===== config.mk =====
export PLATFORM = sky130hd
export DESIGN_NAME = sbt_commander
export DESIGN_NICKNAME = d
export VERILOG_FILES = /design/src/logic/sbt_commander.v /design/src/logic/sbt_sync3.v
export VERILOG_INCLUDE_DIRS = /design/src /design/src/logic
export SDC_FILE = /design/constraint.sdc
export NUM_CORES = 2
export LEC_CHECK = 0
export BUFFER_PORTS_ARGS = -buffer_cell sky130_fd_sc_hd__buf_2
export CAP_MARGIN = 25
export CELL_PAD_IN_SITES_DETAIL_PLACEMENT = 1
export CELL_PAD_IN_SITES_GLOBAL_PLACEMENT = 1
export CORE_MARGIN = 4
export CORE_UTILIZATION = 31
export DETAILED_ROUTE_END_ITERATION = 6
export PLACE_DENSITY_LB_ADDON = 0.1
export SYNTH_ARGS = -nofsm -noshare
export SYNTH_HDL_FRONTEND = slang
export SYNTH_HIERARCHICAL = 1
export SYNTH_SLANG_ARGS = --single-unit

===== constraint.sdc =====
create_clock -name clk_sys -period 3.5 [get_ports clk_sys]
set_clock_uncertainty 0.1 [all_clocks]
set_input_delay 0 -clock clk_sys [delete_from_list [all_inputs] [get_ports clk_sys]]
set_output_delay 0 -clock clk_sys [all_outputs]
set_load 0.01 [all_outputs]

===== src/logic/sbt_regs.vh =====
// constants for the system bus transaction commander (host side)
// assumes one bus node, cycles sampled on clk_sys
// Contract
// RULE1 - command opcode sits in top data nibble
// RULE2 - unassigned opcodes act as null cycle
// RULE3 - read data naturally aligned, wraparound order
// RULE4 - interlock read locks free block, returns data
// RULE5 - lock holder later unlocks via unlock write
// RULE6 - held block: lock response, no data
// RULE7 - lock response function 0100, data ignored
// RULE8 - interlock read never asserts more indication
// RULE9 - I/O responder may treat interlocks plainly
// RULE10 - ownership read moves one hexword, owned
// RULE11 - masked write moves only mask-selected bytes
// RULE12 - write data one, two, four back-to-back
// RULE13 - unlock write unlocks and writes masked data
// RULE14 - disown write frees owned block, quad+ sizes
// RULE15 - owner disowns on foreign block reference; code only raises snoop_hit, owned_r stays set
// RULE16 - double-bit error: tag-bad replaces disown write
// RULE17 - first acknowledge gets vector, others clear
// RULE18 - losing simultaneous acknowledgers passively release
// RULE19 - implied vector interrupt single cycle, no acknowledge
// RULE20 - responder queue beats commander queue, round robin
// RULE21 - arbitration on dedicated lines, overlapped
// RULE22 - tag is node number plus command number
// RULE23 - function lines encode cycle type
// RULE24 - receiver confirms two cycles after accept
// RULE25 - masked write holds bus through data cycles
`ifndef SBT_REGS_VH
`define SBT_REGS_VH
`define SBT_OP_NULL 4'h0
`define SBT_OP_READ 4'h1
`define SBT_OP_INTERLOCK_READ_CMD 4'h2
`define SBT_OP_OWNERSHIP_READ_CMD 4'h3
`define SBT_OP_DWRITE 4'h4
`define SBT_OP_UWRITE 4'h6
`define SBT_OP_WRITE 4'h7
`define SBT_OP_INTERRUPT_REQUEST_CMD 4'h8
`define SBT_OP_ACK 4'h9
`define SBT_OP_TBAD 4'hB
`define SBT_OP_IVEC 4'hF
`define SBT_FN_NULL 4'h0
`define SBT_FN_CMD 4'h1
`define SBT_FN_WDATA 4'h2
`define SBT_FN_LOCK 4'h4
`define SBT_FN_RERR 4'h5
`define SBT_FN_GRD_HI 2'h2
`define SBT_FN_CRD_HI 2'h3
`define SBT_CNF_ACK 3'h1
`define SBT_OPC_HI 63
`define SBT_OPC_LO 60
`define SBT_LEN_HI 59
`define SBT_LEN_LO 58
`define SBT_MASK_HI 57
`define SBT_MASK_LO 42
`define SBT_ADDR_HI 39
`define SBT_LEN_HEX 2'h0
`define SBT_CNF_DELAY 2
`define SBT_NODE_W 4
`define SBT_CMDNO_W 2
`endif


===== src/logic/sbt_commander.v =====
// host-side commander node for the multiplexed system bus
// assumes bus pins are tristated outside; remote arbiter grants
`timescale 1ns/1ns
`default_nettype none
`include "sbt_regs.vh"
module sbt_commander (
  // clock and reset
  input wire clk_sys,
  input wire nrst,
  input wire ce,
  // user request
  input wire req_valid,
  input wire [3:0] req_op,
  input wire [1:0] req_len,
  input wire [38:0] req_addr,
  input wire [15:0] req_mask,
  input wire [63:0] req_wdata0,
  input wire [63:0] req_wdata1,
  input wire [63:0] req_wdata2,
  input wire [63:0] req_wdata3,
  input wire req_io,
  input wire [3:0] node_id,
  output reg req_ready,
  // user result
  output reg rsp_valid,
  output reg rsp_locked,
  output reg rsp_error,
  output reg rsp_corrected,
  output reg [1:0] rsp_beat,
  output reg [63:0] rsp_data,
  output reg lock_held,
  output reg snoop_hit,
  output reg interrupt_request_cmd_clear,
  // arbitration
  output reg cmd_req,
  output reg hold_o,
  input wire grant_i,
  // bus pins
  input wire [63:0] bus_d_i,
  output reg [63:0] bus_d_o,
  output reg bus_d_oe,
  input wire [3:0] bus_f_i,
  output reg [3:0] bus_f_o,
  output reg bus_f_oe,
  input wire [5:0] bus_id_i,
  output reg [5:0] bus_id_o,
  output reg bus_id_oe,
  output reg [2:0] bus_cnf_o,
  output reg bus_cnf_oe
);
  localparam ST_IDLE = 5'h01;
  localparam ST_ARB = 5'h02;
  localparam ST_CMD = 5'h04;
  localparam ST_WDATA = 5'h08;
  localparam ST_WAIT = 5'h10;
  wire [73:0] pin_raw;
  wire [73:0] pin_s;
  wire [73:0] pin_ok;
  assign pin_raw = {bus_id_i, bus_f_i, bus_d_i};
  genvar gi;
  generate
    for (gi = 0; gi < 74; gi = gi + 1) begin : g_sync
      sbt_sync3 u_sync (
        .clk_sys(clk_sys),
        .nrst(nrst),
        .ce(ce),
        .d(pin_raw[gi]),
        .q(pin_s[gi]),
        .stable(pin_ok[gi])
      );
    end
  endgenerate
  wire all_ok = &pin_ok;
  wire [63:0] s_d = pin_s[63:0];
  wire [3:0] s_f = pin_s[67:64];
  wire [5:0] s_id = pin_s[73:68];
  wire g_sync_q;
  wire g_sync_ok;
  sbt_sync3 u_grant (
    .clk_sys(clk_sys),
    .nrst(nrst),
    .ce(ce),
    .d(grant_i),
    .q(g_sync_q),
    .stable(g_sync_ok)
  );
  wire grant = g_sync_q & g_sync_ok;
  reg [4:0] st_r;
  reg [3:0] op_r;
  reg [1:0] len_r;
  reg [1:0] beats_r;
  reg [1:0] wbeat_r;
  reg [1:0] cmdno_r;
  reg [63:0] cmd_word_r;
  reg [255:0] wbuf_r;
  reg [1:0] rbeat_r;
  reg [1:0] cnf_pipe_r;
  reg [38:0] owned_addr_r;
  reg owned_r;
  reg [38:0] last_addr_r;
  reg last_interlock_read_cmd_r;
  reg [3:0] seen_f_r;
  // a bus cycle spans several clocks: act once per new settled function value
  wire fresh = all_ok & (s_f != seen_f_r);
  wire [5:0] my_tag = {node_id, cmdno_r}; // RULE22
  wire tag_match = (s_id == my_tag) & fresh;
  wire in_grd = (s_f[3:2] == `SBT_FN_GRD_HI) | (s_f[3:2] == `SBT_FN_CRD_HI); // RULE23
  wire foreign_cmd = fresh & (s_f == `SBT_FN_CMD) & (s_id[5:2] != node_id);
  wire [3:0] s_op = s_d[`SBT_OPC_HI:`SBT_OPC_LO];
  wire s_op_known = (s_op == `SBT_OP_READ) | (s_op == `SBT_OP_INTERLOCK_READ_CMD) | (s_op == `SBT_OP_OWNERSHIP_READ_CMD) |
    (s_op == `SBT_OP_WRITE) | (s_op == `SBT_OP_UWRITE) | (s_op == `SBT_OP_DWRITE) |
    (s_op == `SBT_OP_INTERRUPT_REQUEST_CMD) | (s_op == `SBT_OP_ACK) | (s_op == `SBT_OP_TBAD) | (s_op == `SBT_OP_IVEC);
  wire is_write = (op_r == `SBT_OP_WRITE) | (op_r == `SBT_OP_UWRITE) | (op_r == `SBT_OP_DWRITE) |
    (op_r == `SBT_OP_TBAD);
  wire is_read = (op_r == `SBT_OP_READ) | (op_r == `SBT_OP_INTERLOCK_READ_CMD) | (op_r == `SBT_OP_OWNERSHIP_READ_CMD);
  wire [1:0] len_eff = (req_op == `SBT_OP_OWNERSHIP_READ_CMD) ? `SBT_LEN_HEX : req_len; // RULE10
  wire [1:0] nbeats = (len_r == 2'h0) ? 2'h3 : (len_r == 2'h3) ? 2'h1 : 2'h0;
  always @(posedge clk_sys) begin
    if (!nrst) begin
      st_r <= ST_IDLE;
      op_r <= `SBT_OP_NULL;
      len_r <= 2'h0;
      beats_r <= 2'h0;
      wbeat_r <= 2'h0;
      cmdno_r <= 2'h0;
      cmd_word_r <= 64'h0;
      wbuf_r <= 256'h0;
      rbeat_r <= 2'h0;
      cnf_pipe_r <= 2'h0;
      owned_addr_r <= 39'h0;
      owned_r <= 1'b0;
      last_addr_r <= 39'h0;
      last_interlock_read_cmd_r <= 1'b0;
      seen_f_r <= `SBT_FN_NULL;
      req_ready <= 1'b0;
      rsp_valid <= 1'b0;
      rsp_locked <= 1'b0;
      rsp_error <= 1'b0;
      rsp_corrected <= 1'b0;
      rsp_beat <= 2'h0;
      rsp_data <= 64'h0;
      lock_held <= 1'b0;
      snoop_hit <= 1'b0;
      interrupt_request_cmd_clear <= 1'b0;
      cmd_req <= 1'b0;
      hold_o <= 1'b0;
      bus_d_o <= 64'h0;
      bus_d_oe <= 1'b0;
      bus_f_o <= `SBT_FN_NULL;
      bus_f_oe <= 1'b0;
      bus_id_o <= 6'h0;
      bus_id_oe <= 1'b0;
      bus_cnf_o <= 3'h0;
      bus_cnf_oe <= 1'b0;
    end else if (ce) begin
      rsp_valid <= 1'b0;
      rsp_locked <= 1'b0;
      rsp_error <= 1'b0;
      rsp_corrected <= 1'b0;
      snoop_hit <= 1'b0;
      interrupt_request_cmd_clear <= 1'b0;
      bus_d_oe <= 1'b0;
      bus_f_oe <= 1'b0;
      bus_id_oe <= 1'b0;
      bus_f_o <= `SBT_FN_NULL;
      if (all_ok)
        seen_f_r <= s_f;
      // confirm read data beats addressed to us
      cnf_pipe_r <= {cnf_pipe_r[0], st_r == ST_WAIT && tag_match && in_grd};
      bus_cnf_oe <= cnf_pipe_r[1]; // RULE24
      bus_cnf_o <= cnf_pipe_r[1] ? `SBT_CNF_ACK : 3'h0;
      // foreign access to our owned block
      if (foreign_cmd && s_op_known && owned_r && s_d[`SBT_ADDR_HI-1:5] == owned_addr_r[38:5]) // RULE2
        snoop_hit <= 1'b1; // RULE15
      if (foreign_cmd && s_op == `SBT_OP_ACK)
        interrupt_request_cmd_clear <= 1'b1; // RULE17
      case (st_r)
        ST_IDLE: begin
          req_ready <= 1'b1;
          if (req_valid && req_ready) begin
            req_ready <= 1'b0;
            op_r <= req_op;
            len_r <= len_eff;
            cmd_word_r <= {req_op, len_eff, req_mask, 2'h0, req_io, req_addr}; // RULE1
            wbuf_r <= {req_wdata3, req_wdata2, req_wdata1, req_wdata0};
            last_addr_r <= req_addr;
            wbeat_r <= 2'h0;
            rbeat_r <= 2'h0;
            cmd_req <= 1'b1;
            st_r <= ST_ARB;
          end
        end
        ST_ARB: begin
          if (grant) begin // RULE21
            cmd_req <= 1'b0;
            beats_r <= nbeats;
            hold_o <= is_write; // RULE25
            bus_d_o <= cmd_word_r;
            bus_d_oe <= 1'b1;
            bus_f_o <= `SBT_FN_CMD;
            bus_f_oe <= 1'b1;
            bus_id_o <= my_tag;
            bus_id_oe <= 1'b1;
            st_r <= is_write ? ST_WDATA : ST_CMD;
          end
        end
        ST_WDATA: begin
          // back-to-back data beats, no null gap
          bus_d_o <= wbuf_r[63:0]; // RULE12
          wbuf_r <= wbuf_r >> 64;
          bus_d_oe <= 1'b1;
          bus_f_o <= `SBT_FN_WDATA;
          bus_f_oe <= 1'b1;
          bus_id_o <= my_tag;
          bus_id_oe <= 1'b1;
          wbeat_r <= wbeat_r + 2'h1;
          if (wbeat_r == beats_r)
            st_r <= ST_CMD;
        end
        ST_CMD: begin
          // hold released only after the last data cycle has been on the bus
          hold_o <= 1'b0; // RULE25
          if (op_r == `SBT_OP_UWRITE)
            lock_held <= 1'b0; // RULE5
          if (op_r == `SBT_OP_DWRITE || op_r == `SBT_OP_TBAD)
            owned_r <= 1'b0; // RULE16
          // acknowledge waits for the vector read cycle
          if (is_read || op_r == `SBT_OP_ACK) begin // RULE17
            last_interlock_read_cmd_r <= (op_r == `SBT_OP_INTERLOCK_READ_CMD); // RULE8
            st_r <= ST_WAIT;
          end else begin
            // implied vector and writes finish without acknowledge
            rsp_valid <= 1'b1; // RULE19
            cmdno_r <= cmdno_r + 2'h1;
            st_r <= ST_IDLE;
          end
        end
        ST_WAIT: begin
          if (tag_match && s_f == `SBT_FN_LOCK) begin
            rsp_valid <= 1'b1;
            rsp_locked <= 1'b1; // RULE7
            cmdno_r <= cmdno_r + 2'h1;
            st_r <= ST_IDLE;
          end else if (tag_match && s_f == `SBT_FN_RERR) begin
            rsp_valid <= 1'b1;
            rsp_error <= 1'b1;
            cmdno_r <= cmdno_r + 2'h1;
            st_r <= ST_IDLE;
          end else if (tag_match && in_grd) begin
            // beats arrive wrapped from the requested quadword
            rsp_valid <= 1'b1; // RULE3
            rsp_data <= s_d;
            rsp_beat <= s_f[1:0];
            rsp_corrected <= (s_f[3:2] == `SBT_FN_CRD_HI);
            rbeat_r <= rbeat_r + 2'h1;
            if (rbeat_r == beats_r || op_r == `SBT_OP_INTERRUPT_REQUEST_CMD || op_r == `SBT_OP_ACK) begin
              if (last_interlock_read_cmd_r) lock_held <= 1'b1; // RULE4
              if (op_r == `SBT_OP_OWNERSHIP_READ_CMD) begin
                owned_r <= 1'b1; // RULE10
                owned_addr_r <= last_addr_r;
              end
              cmdno_r <= cmdno_r + 2'h1;
              st_r <= ST_IDLE;
            end
          end else if (op_r == `SBT_OP_ACK && interrupt_request_cmd_clear) begin
            // lost the acknowledge race: passive release
            rsp_valid <= 1'b1; // RULE18
            cmdno_r <= cmdno_r + 2'h1;
            st_r <= ST_IDLE;
          end
        end
        default: st_r <= ST_IDLE;
      endcase
    end
  end
endmodule
`default_nettype wire


===== src/logic/sbt_sync3.v =====
// three-flop synchroniser for one bus input bit
// assumes clk_sys domain, enable freezes state
`timescale 1ns/1ns
`default_nettype none
module sbt_sync3 (
  // clock and control
  input wire clk_sys,
  input wire nrst,
  input wire ce,
  // data
  input wire d,
  output wire q,
  output wire stable
);
  reg s1_r;
  reg s2_r;
  reg s3_r;
  always @(posedge clk_sys) begin
    if (!nrst) begin
      s1_r <= 1'b0;
      s2_r <= 1'b0;
      s3_r <= 1'b0;
    end else if (ce) begin
      s1_r <= d;
      s2_r <= s1_r;
      s3_r <= s2_r;
    end
  end
  assign q = s3_r;
  assign stable = (s2_r == s3_r);
endmodule
`default_nettype wire


; ---- Word level (Yosys, flattened, before mapping)
; Cells that the tools add are included.
[classes]
bitwise_logic = 22
eq_ne = 126
addsub = 3
muxes = 75
reduce_logical = 39
[ops]
columns = operator, count
row1 = one-hot mux 256 bit (2 select lines), 1
row2 = two-way mux 256 bit, 1
row3 = one-hot mux 64 bit (2 select lines), 1
row4 = == test 1 bit, 75
row5 = AND reduction 75 bit, 1
row6 = AND reduction 74 bit, 1
row7 = two-way mux 64 bit, 1
row8 = two-way mux 5 bit, 9
row9 = two-way mux 1 bit, 36
row10 = == test 34 bit, 1
row11 = == test 4 x 3 -> 1 bit (second input constant), 8
row12 = == test 4 bit (second input constant), 7
row13 = one-hot mux 5 bit (5 select lines), 1
row14 = two-way mux 2 bit, 12
row15 = == test 4 x 2 -> 1 bit (second input constant), 5
row16 = != test 2 bit (second input constant), 9
row17 = AND reduction 3 bit, 6
row18 = one-hot mux 2 bit (2 select lines), 4
row19 = AND reduction 8 bit, 2
row20 = bitwise OR 1 bit, 15
row21 = == test 4 x 1 -> 1 bit (second input constant), 3
row22 = one-hot mux 1 bit (2 select lines), 6
row23 = one-hot mux 6 bit (2 select lines), 1
row24 = AND reduction 6 bit, 2
row25 = 25 further kinds, 57
[word_totals]
ff_bits = 803
out_inout_bits = 157
input_bits = 401

; ---- Longest topological paths before layout
[depth]
word_depth = 14
depth_mapped = 10
mapped_depth_nobuf = 8

; ---- Cells and area by module
; Netlist, hierarchy kept.
[modules_own_cells]
columns = mod, area_per_inst_um2, n_inst, cells_each
row1 = sbt_commander, 21518.1, 1, 2739
row2 = sbt_sync3, 117.6, 75, 10

; ---- Least setup slack after synthesis
; No wires, ideal clock.
[synth_path]
path_type = register -> register
startpoint = register g_sync[29].u_sync.s3_r
endpoint = register st_r[0]
path_stages_with_launch = 9
setup_time_ps = 121
setup_slack_ps = 1004
t_arrival_ps = 2275
path_buffers = 0
cell_sequence = dfxtp_1 > xnor2_1 > nand4_1 > nor4_1 > and4_1 > nand2_1 > or4_4 > nor3b_4 > mux2_4
[synth_between]
elab_chain_len = 9
[synth_rtl]
columns = item, line_no
row1 = "start, declared", sbt_sync3.v:17  ; reg s3_r;
row2 = "start signal, assigned", sbt_sync3.v:26  ; s3_r <= s2_r;
row3 = == test 1 bit *, sbt_sync3.v:30  ; assign stable = (s2_r == s3_r);
row4 = via pin_ok[29], sbt_commander.v:58  ; wire [73:0] pin_ok;
row5 = AND reduction 74 bit *, sbt_commander.v:73  ; wire all_ok = &pin_ok;
row6 = AND 1 bit *, sbt_commander.v:104  ; wire fresh = all_ok & (s_f != seen_f_r);
row7 = AND 1 bit *, sbt_commander.v:106  ; wire tag_match = (s_id == my_tag) & fresh;
row8 = logical AND 1 bit, sbt_commander.v:249  ; end else if (tag_match && in_grd) begin
row9 = two-way mux 5 bit, sbt_commander.v:249
row10 = two-way mux 5 bit, sbt_commander.v:244  ; end else if (tag_match && s_f == `SBT_FN_RERR) begin
row11 = two-way mux 5 bit, sbt_commander.v:239  ; if (tag_match && s_f == `SBT_FN_LOCK) begin
row12 = one-hot mux 5 bit (5 select lines), sbt_commander.v:177  ; case (st_r)
row13 = "end signal, assigned", sbt_commander.v:204  ; st_r <= is_write ? ST_WDATA : ST_CMD;
row14 = "end, declared", sbt_commander.v:88  ; reg [4:0] st_r;
; The timed path passes the listed nets; every way through them passes the cells marked *.
; A chain may end at the register's enable or synchronous reset.

; ---- Final worst setup path
[layout_path]
startpoint = register g_sync[21].u_sync.s3_r
endpoint = register st_r[0]
[layout_between]
elab_chain_len = 9
[layout_rtl]
columns = item, line_no
row1 = "start, declared", sbt_sync3.v:17
row2 = "start signal, assigned", sbt_sync3.v:26
row3 = == test 1 bit *, sbt_sync3.v:30
row4 = via pin_ok[21], sbt_commander.v:58
row5 = AND reduction 74 bit *, sbt_commander.v:73
row6 = AND 1 bit *, sbt_commander.v:104
row7 = AND 1 bit *, sbt_commander.v:106
row8 = logical AND 1 bit, sbt_commander.v:249
row9 = two-way mux 5 bit, sbt_commander.v:249
row10 = two-way mux 5 bit, sbt_commander.v:244
row11 = two-way mux 5 bit, sbt_commander.v:239
row12 = one-hot mux 5 bit (5 select lines), sbt_commander.v:177
; Marked as above.

==> impl_metrics.ini <==
[detailed_routing]
drtIter0Drc = 1742
wirelength_um = 125000
via_per_inst = 4.90
vias = 28300
drcViolationCount = 0
firstDrtPassIters = 5
drt-wirelength-per-cell_um = 21.6
ant_nets = 0

[critical_path]
end_kind = register
slowest_delay_ns = 0.56
cp_data_arrival_time_ns = 3.81
critPathSlowestCell = nor4_1
required_ns = 3.93
worstSetupStartpointType = register
critPathMaxFanout = 4
worstSetupPathType = reg2reg
cp_cell_sequence = xnor2_2, nand4_1, nor4_1, buf_4, and4_1, nand2_1, or4_4, nor3b_4, mux2_4

[pwr]
ir_drop_mv = 0.338
power.leakage_nw = 16.4
powerDensity_nw_per_um2 = 490
total_power_mw = 20.7

[sta]
tightest_slew_ns = 1.05
max_freq_mhz = 296
finalMaxSlewViolations = 0
finalSetupViolCount = 0
min_period_over_period = 0.967
rsz0062_at_grt = no
maxSlewHeadroom = 0.300
finalHoldViolCount = 0
fin_crit_ns = 3.38
setup-tns-final_ns = 0

[global_route]
grt_pass1_wl_um = 187000
antenna_found_initial = 19
overflow = 0
grt_pass1_vias = 29500
grt_usage = 0.236
grt_max_degree = 141

[clocking]
clk_pin_slew_ns = 0.06
cts_root_buffer = clkbuf_16
clock_insertion_delay_worst_skew_ns = 0.65
cts_buffer_depth = 3
clock-sinks = 748
cts_inserted_buffers = 88
cts_tree = yes
cts_max_level = 3

[finish]
final_layout_size_suffix_gt1_frac = 0.172
n_fill_cell = 11300
final_cell_mix = nand2_1, dfxtp_1, buf_2, dlygate4sd3_1, nor2_1
area_delta_synth_final_pct = 39.0
final_core_util = 0.435
fin_nets = 4823
final_common_cell = nand2_1
fin_area_um2 = 42200

[synthesis]
synth_top_area_cell = dfxtp_1
synth_area_leaders = dfxtp_1, nand2_1, mux2i_1
synth_seq_cells = 748
synth_edf_count = 0
yosysSeqAreaShare = 0.494
avgSynthCellArea_um2 = 8.70
synthArstFlopShare = 0
synth-warning-count = 6
syn-instance-count = 3489
synth_area_um2 = 30300
synth_top_area_frac = 0.494
ys.flop_type = dfxtp_1
yosys.cell_types.count = 56

[outcome]
status = complete, no violations

[worst_hold_path]
hold_class = in2reg

[die]
dieWidth_um = 321
core_um2 = 96900
dieHeight_um = 321
initial_core_util = 0.313
dieArea_um2 = 103000
rows = 114
pin_count = 558

[placed_design]
place_area_um2 = 34600
place_hpwl_um = 85400
gp_congestion = 0.815
io_buffers = 553

[flow_run]
maxCapViolations = 0
==> registers in the layout, indices dropped and copies added, names as in the netlist, 4 cells and up <==
register	count
g_sync.u_sync/s1_r	74
g_sync.u_sync/s2_r	74
owned_addr_r	34
rsp_data	64
seen_f_r	4
g_sync.u_sync/q	74
op_r	4
wbuf_r	256
st_r	5
bus_d_o	64
bus_id_o	6
cmd_word_r	19
last_addr_r	38
==> what timing repair did <==
action | 4_1_cts | 5_1_grt
hold buffers | 459 | 0
setup buffers | 0 | 0
gates resized for setup | 2 | 1
setup endpoints to repair | 36 | 9
hold endpoints to repair | 448 | 0
==> worst paths after layout <==
| kind | startpoint | to | slack (ns) | cells past startpoint |
|---|---|---|---|---|
| worst min-delay path | bus_d_i[48] | g_sync[48].u_sync/s1_r$_SDFFE_PN0P_ | 0.04 | 4 |
| worst min register to register | rsp_data[23]$_SDFFE_PN0P_ | rsp_data[23]$_SDFFE_PN0P_ | 0.35 | 2 |
| worst max-delay path | g_sync[21].u_sync/q$_SDFFE_PN0P_ | st_r[0]$_SDFFE_PN1P_ | 0.12 | 9 |
| worst max register to register | g_sync[21].u_sync/q$_SDFFE_PN0P_ | st_r[0]$_SDFFE_PN1P_ | 0.12 | 9 |
==> power by group <==
part,internal (mW),switching (mW)
Combinational,1.10,1.16
Clock,5.45,3.79
Sequential,8.90,0.284
Total,15.4,5.23
==> layout make-up <==
class | instances | area, um^2 | share of cell area
diodes | 19 | 47.5 | 0.00113
clock buffers | 137 | 2660 | 0.0630
clock inverters | 21 | 234 | 0.00555
inverters | 8 | 37.5 | 0.000890
multi-input cells | 2500 | 14500 | 0.343
flip-flops and latches | 748 | 15000 | 0.355
well taps | 1276 | 1600 | 0.0379
repair buffers | 1075 | 8150 | 0.193
==> cell families (layout without fill, tap and decap cells) <==
group                      count (synthesis)  count (layout)  share of synthesized area
adders and majority gates                  1               1                   0.000412
muxes                                    272             272                     0.0899
other                                      1              23                   0.000124
xor gates and xnor gates                 124             124                     0.0358
AOI/OAI and AO/OA                        505             505                      0.117
DFF                                      748             748                      0.494
buffers and inverters                    244            1241                     0.0326
and+or+nand+nor                         1594            1594                      0.231
==> through the flow <==
step / setup WS (ns) / hold slack (ns) / std cells
2_1_floorplan: 1.00 / 0.0282 / 3492
3_3_place_gp: -0.134 / 0.147 / 5148
3_5_place_dp: -0.0165 / 0.153 / 5148
4_1_cts: 0.160 / 0.000366 / 5765
5_1_grt: 0.0304 / 0.0368 / 5779
6_report: 0.117 / 0.0446 / 5784
==> routing by layer <==
| layer | vias to the layer above | part of all wire | global-route usage |
|---|---|---|---|
| met5 | - | 0.00022 | 0 |
| met4 | 4 | 0.028 | 0.0760 |
| met3 | 172 | 0.048 | 0.0410 |
| met2 | 623 | 0.45 | 0.374 |
| met1 | 13700 | 0.47 | 0.328 |
| li1 | 13800 | - | - |
==> worst max-delay path, delay by kind of cell, from the launching register on <==
family	cells	cell delay, ns
xor gates and xnor gates	1	0.40
buffers and inverters	1	0.23
muxes	1	0.31
and+or+nand+nor	6	1.82
DFF	1	0.41
==> Yosys cell counts (all sizes together) (2+ instances only) <==
master    n
o211ai    4
inv       8
nand3b    6
or3       3
xor2     36
nor4     20
o22a      2
buf      40
and3      2
nand2   862
nor3     11
nand2b    6
and3b     3
dfxtp   748
and4      3
o221a     2
xnor2    88
a21oi   219
mux2i   271
or4       3
nor2b   226
nand4    38
nand3    79
clkbuf  196
a211oi    2
a32oi     3
and2      4
nor2    319
o21ai    14
nor3b     6
nor4b     2
a311oi  252
Note: power is estimated with default switching activity, not from simulation.
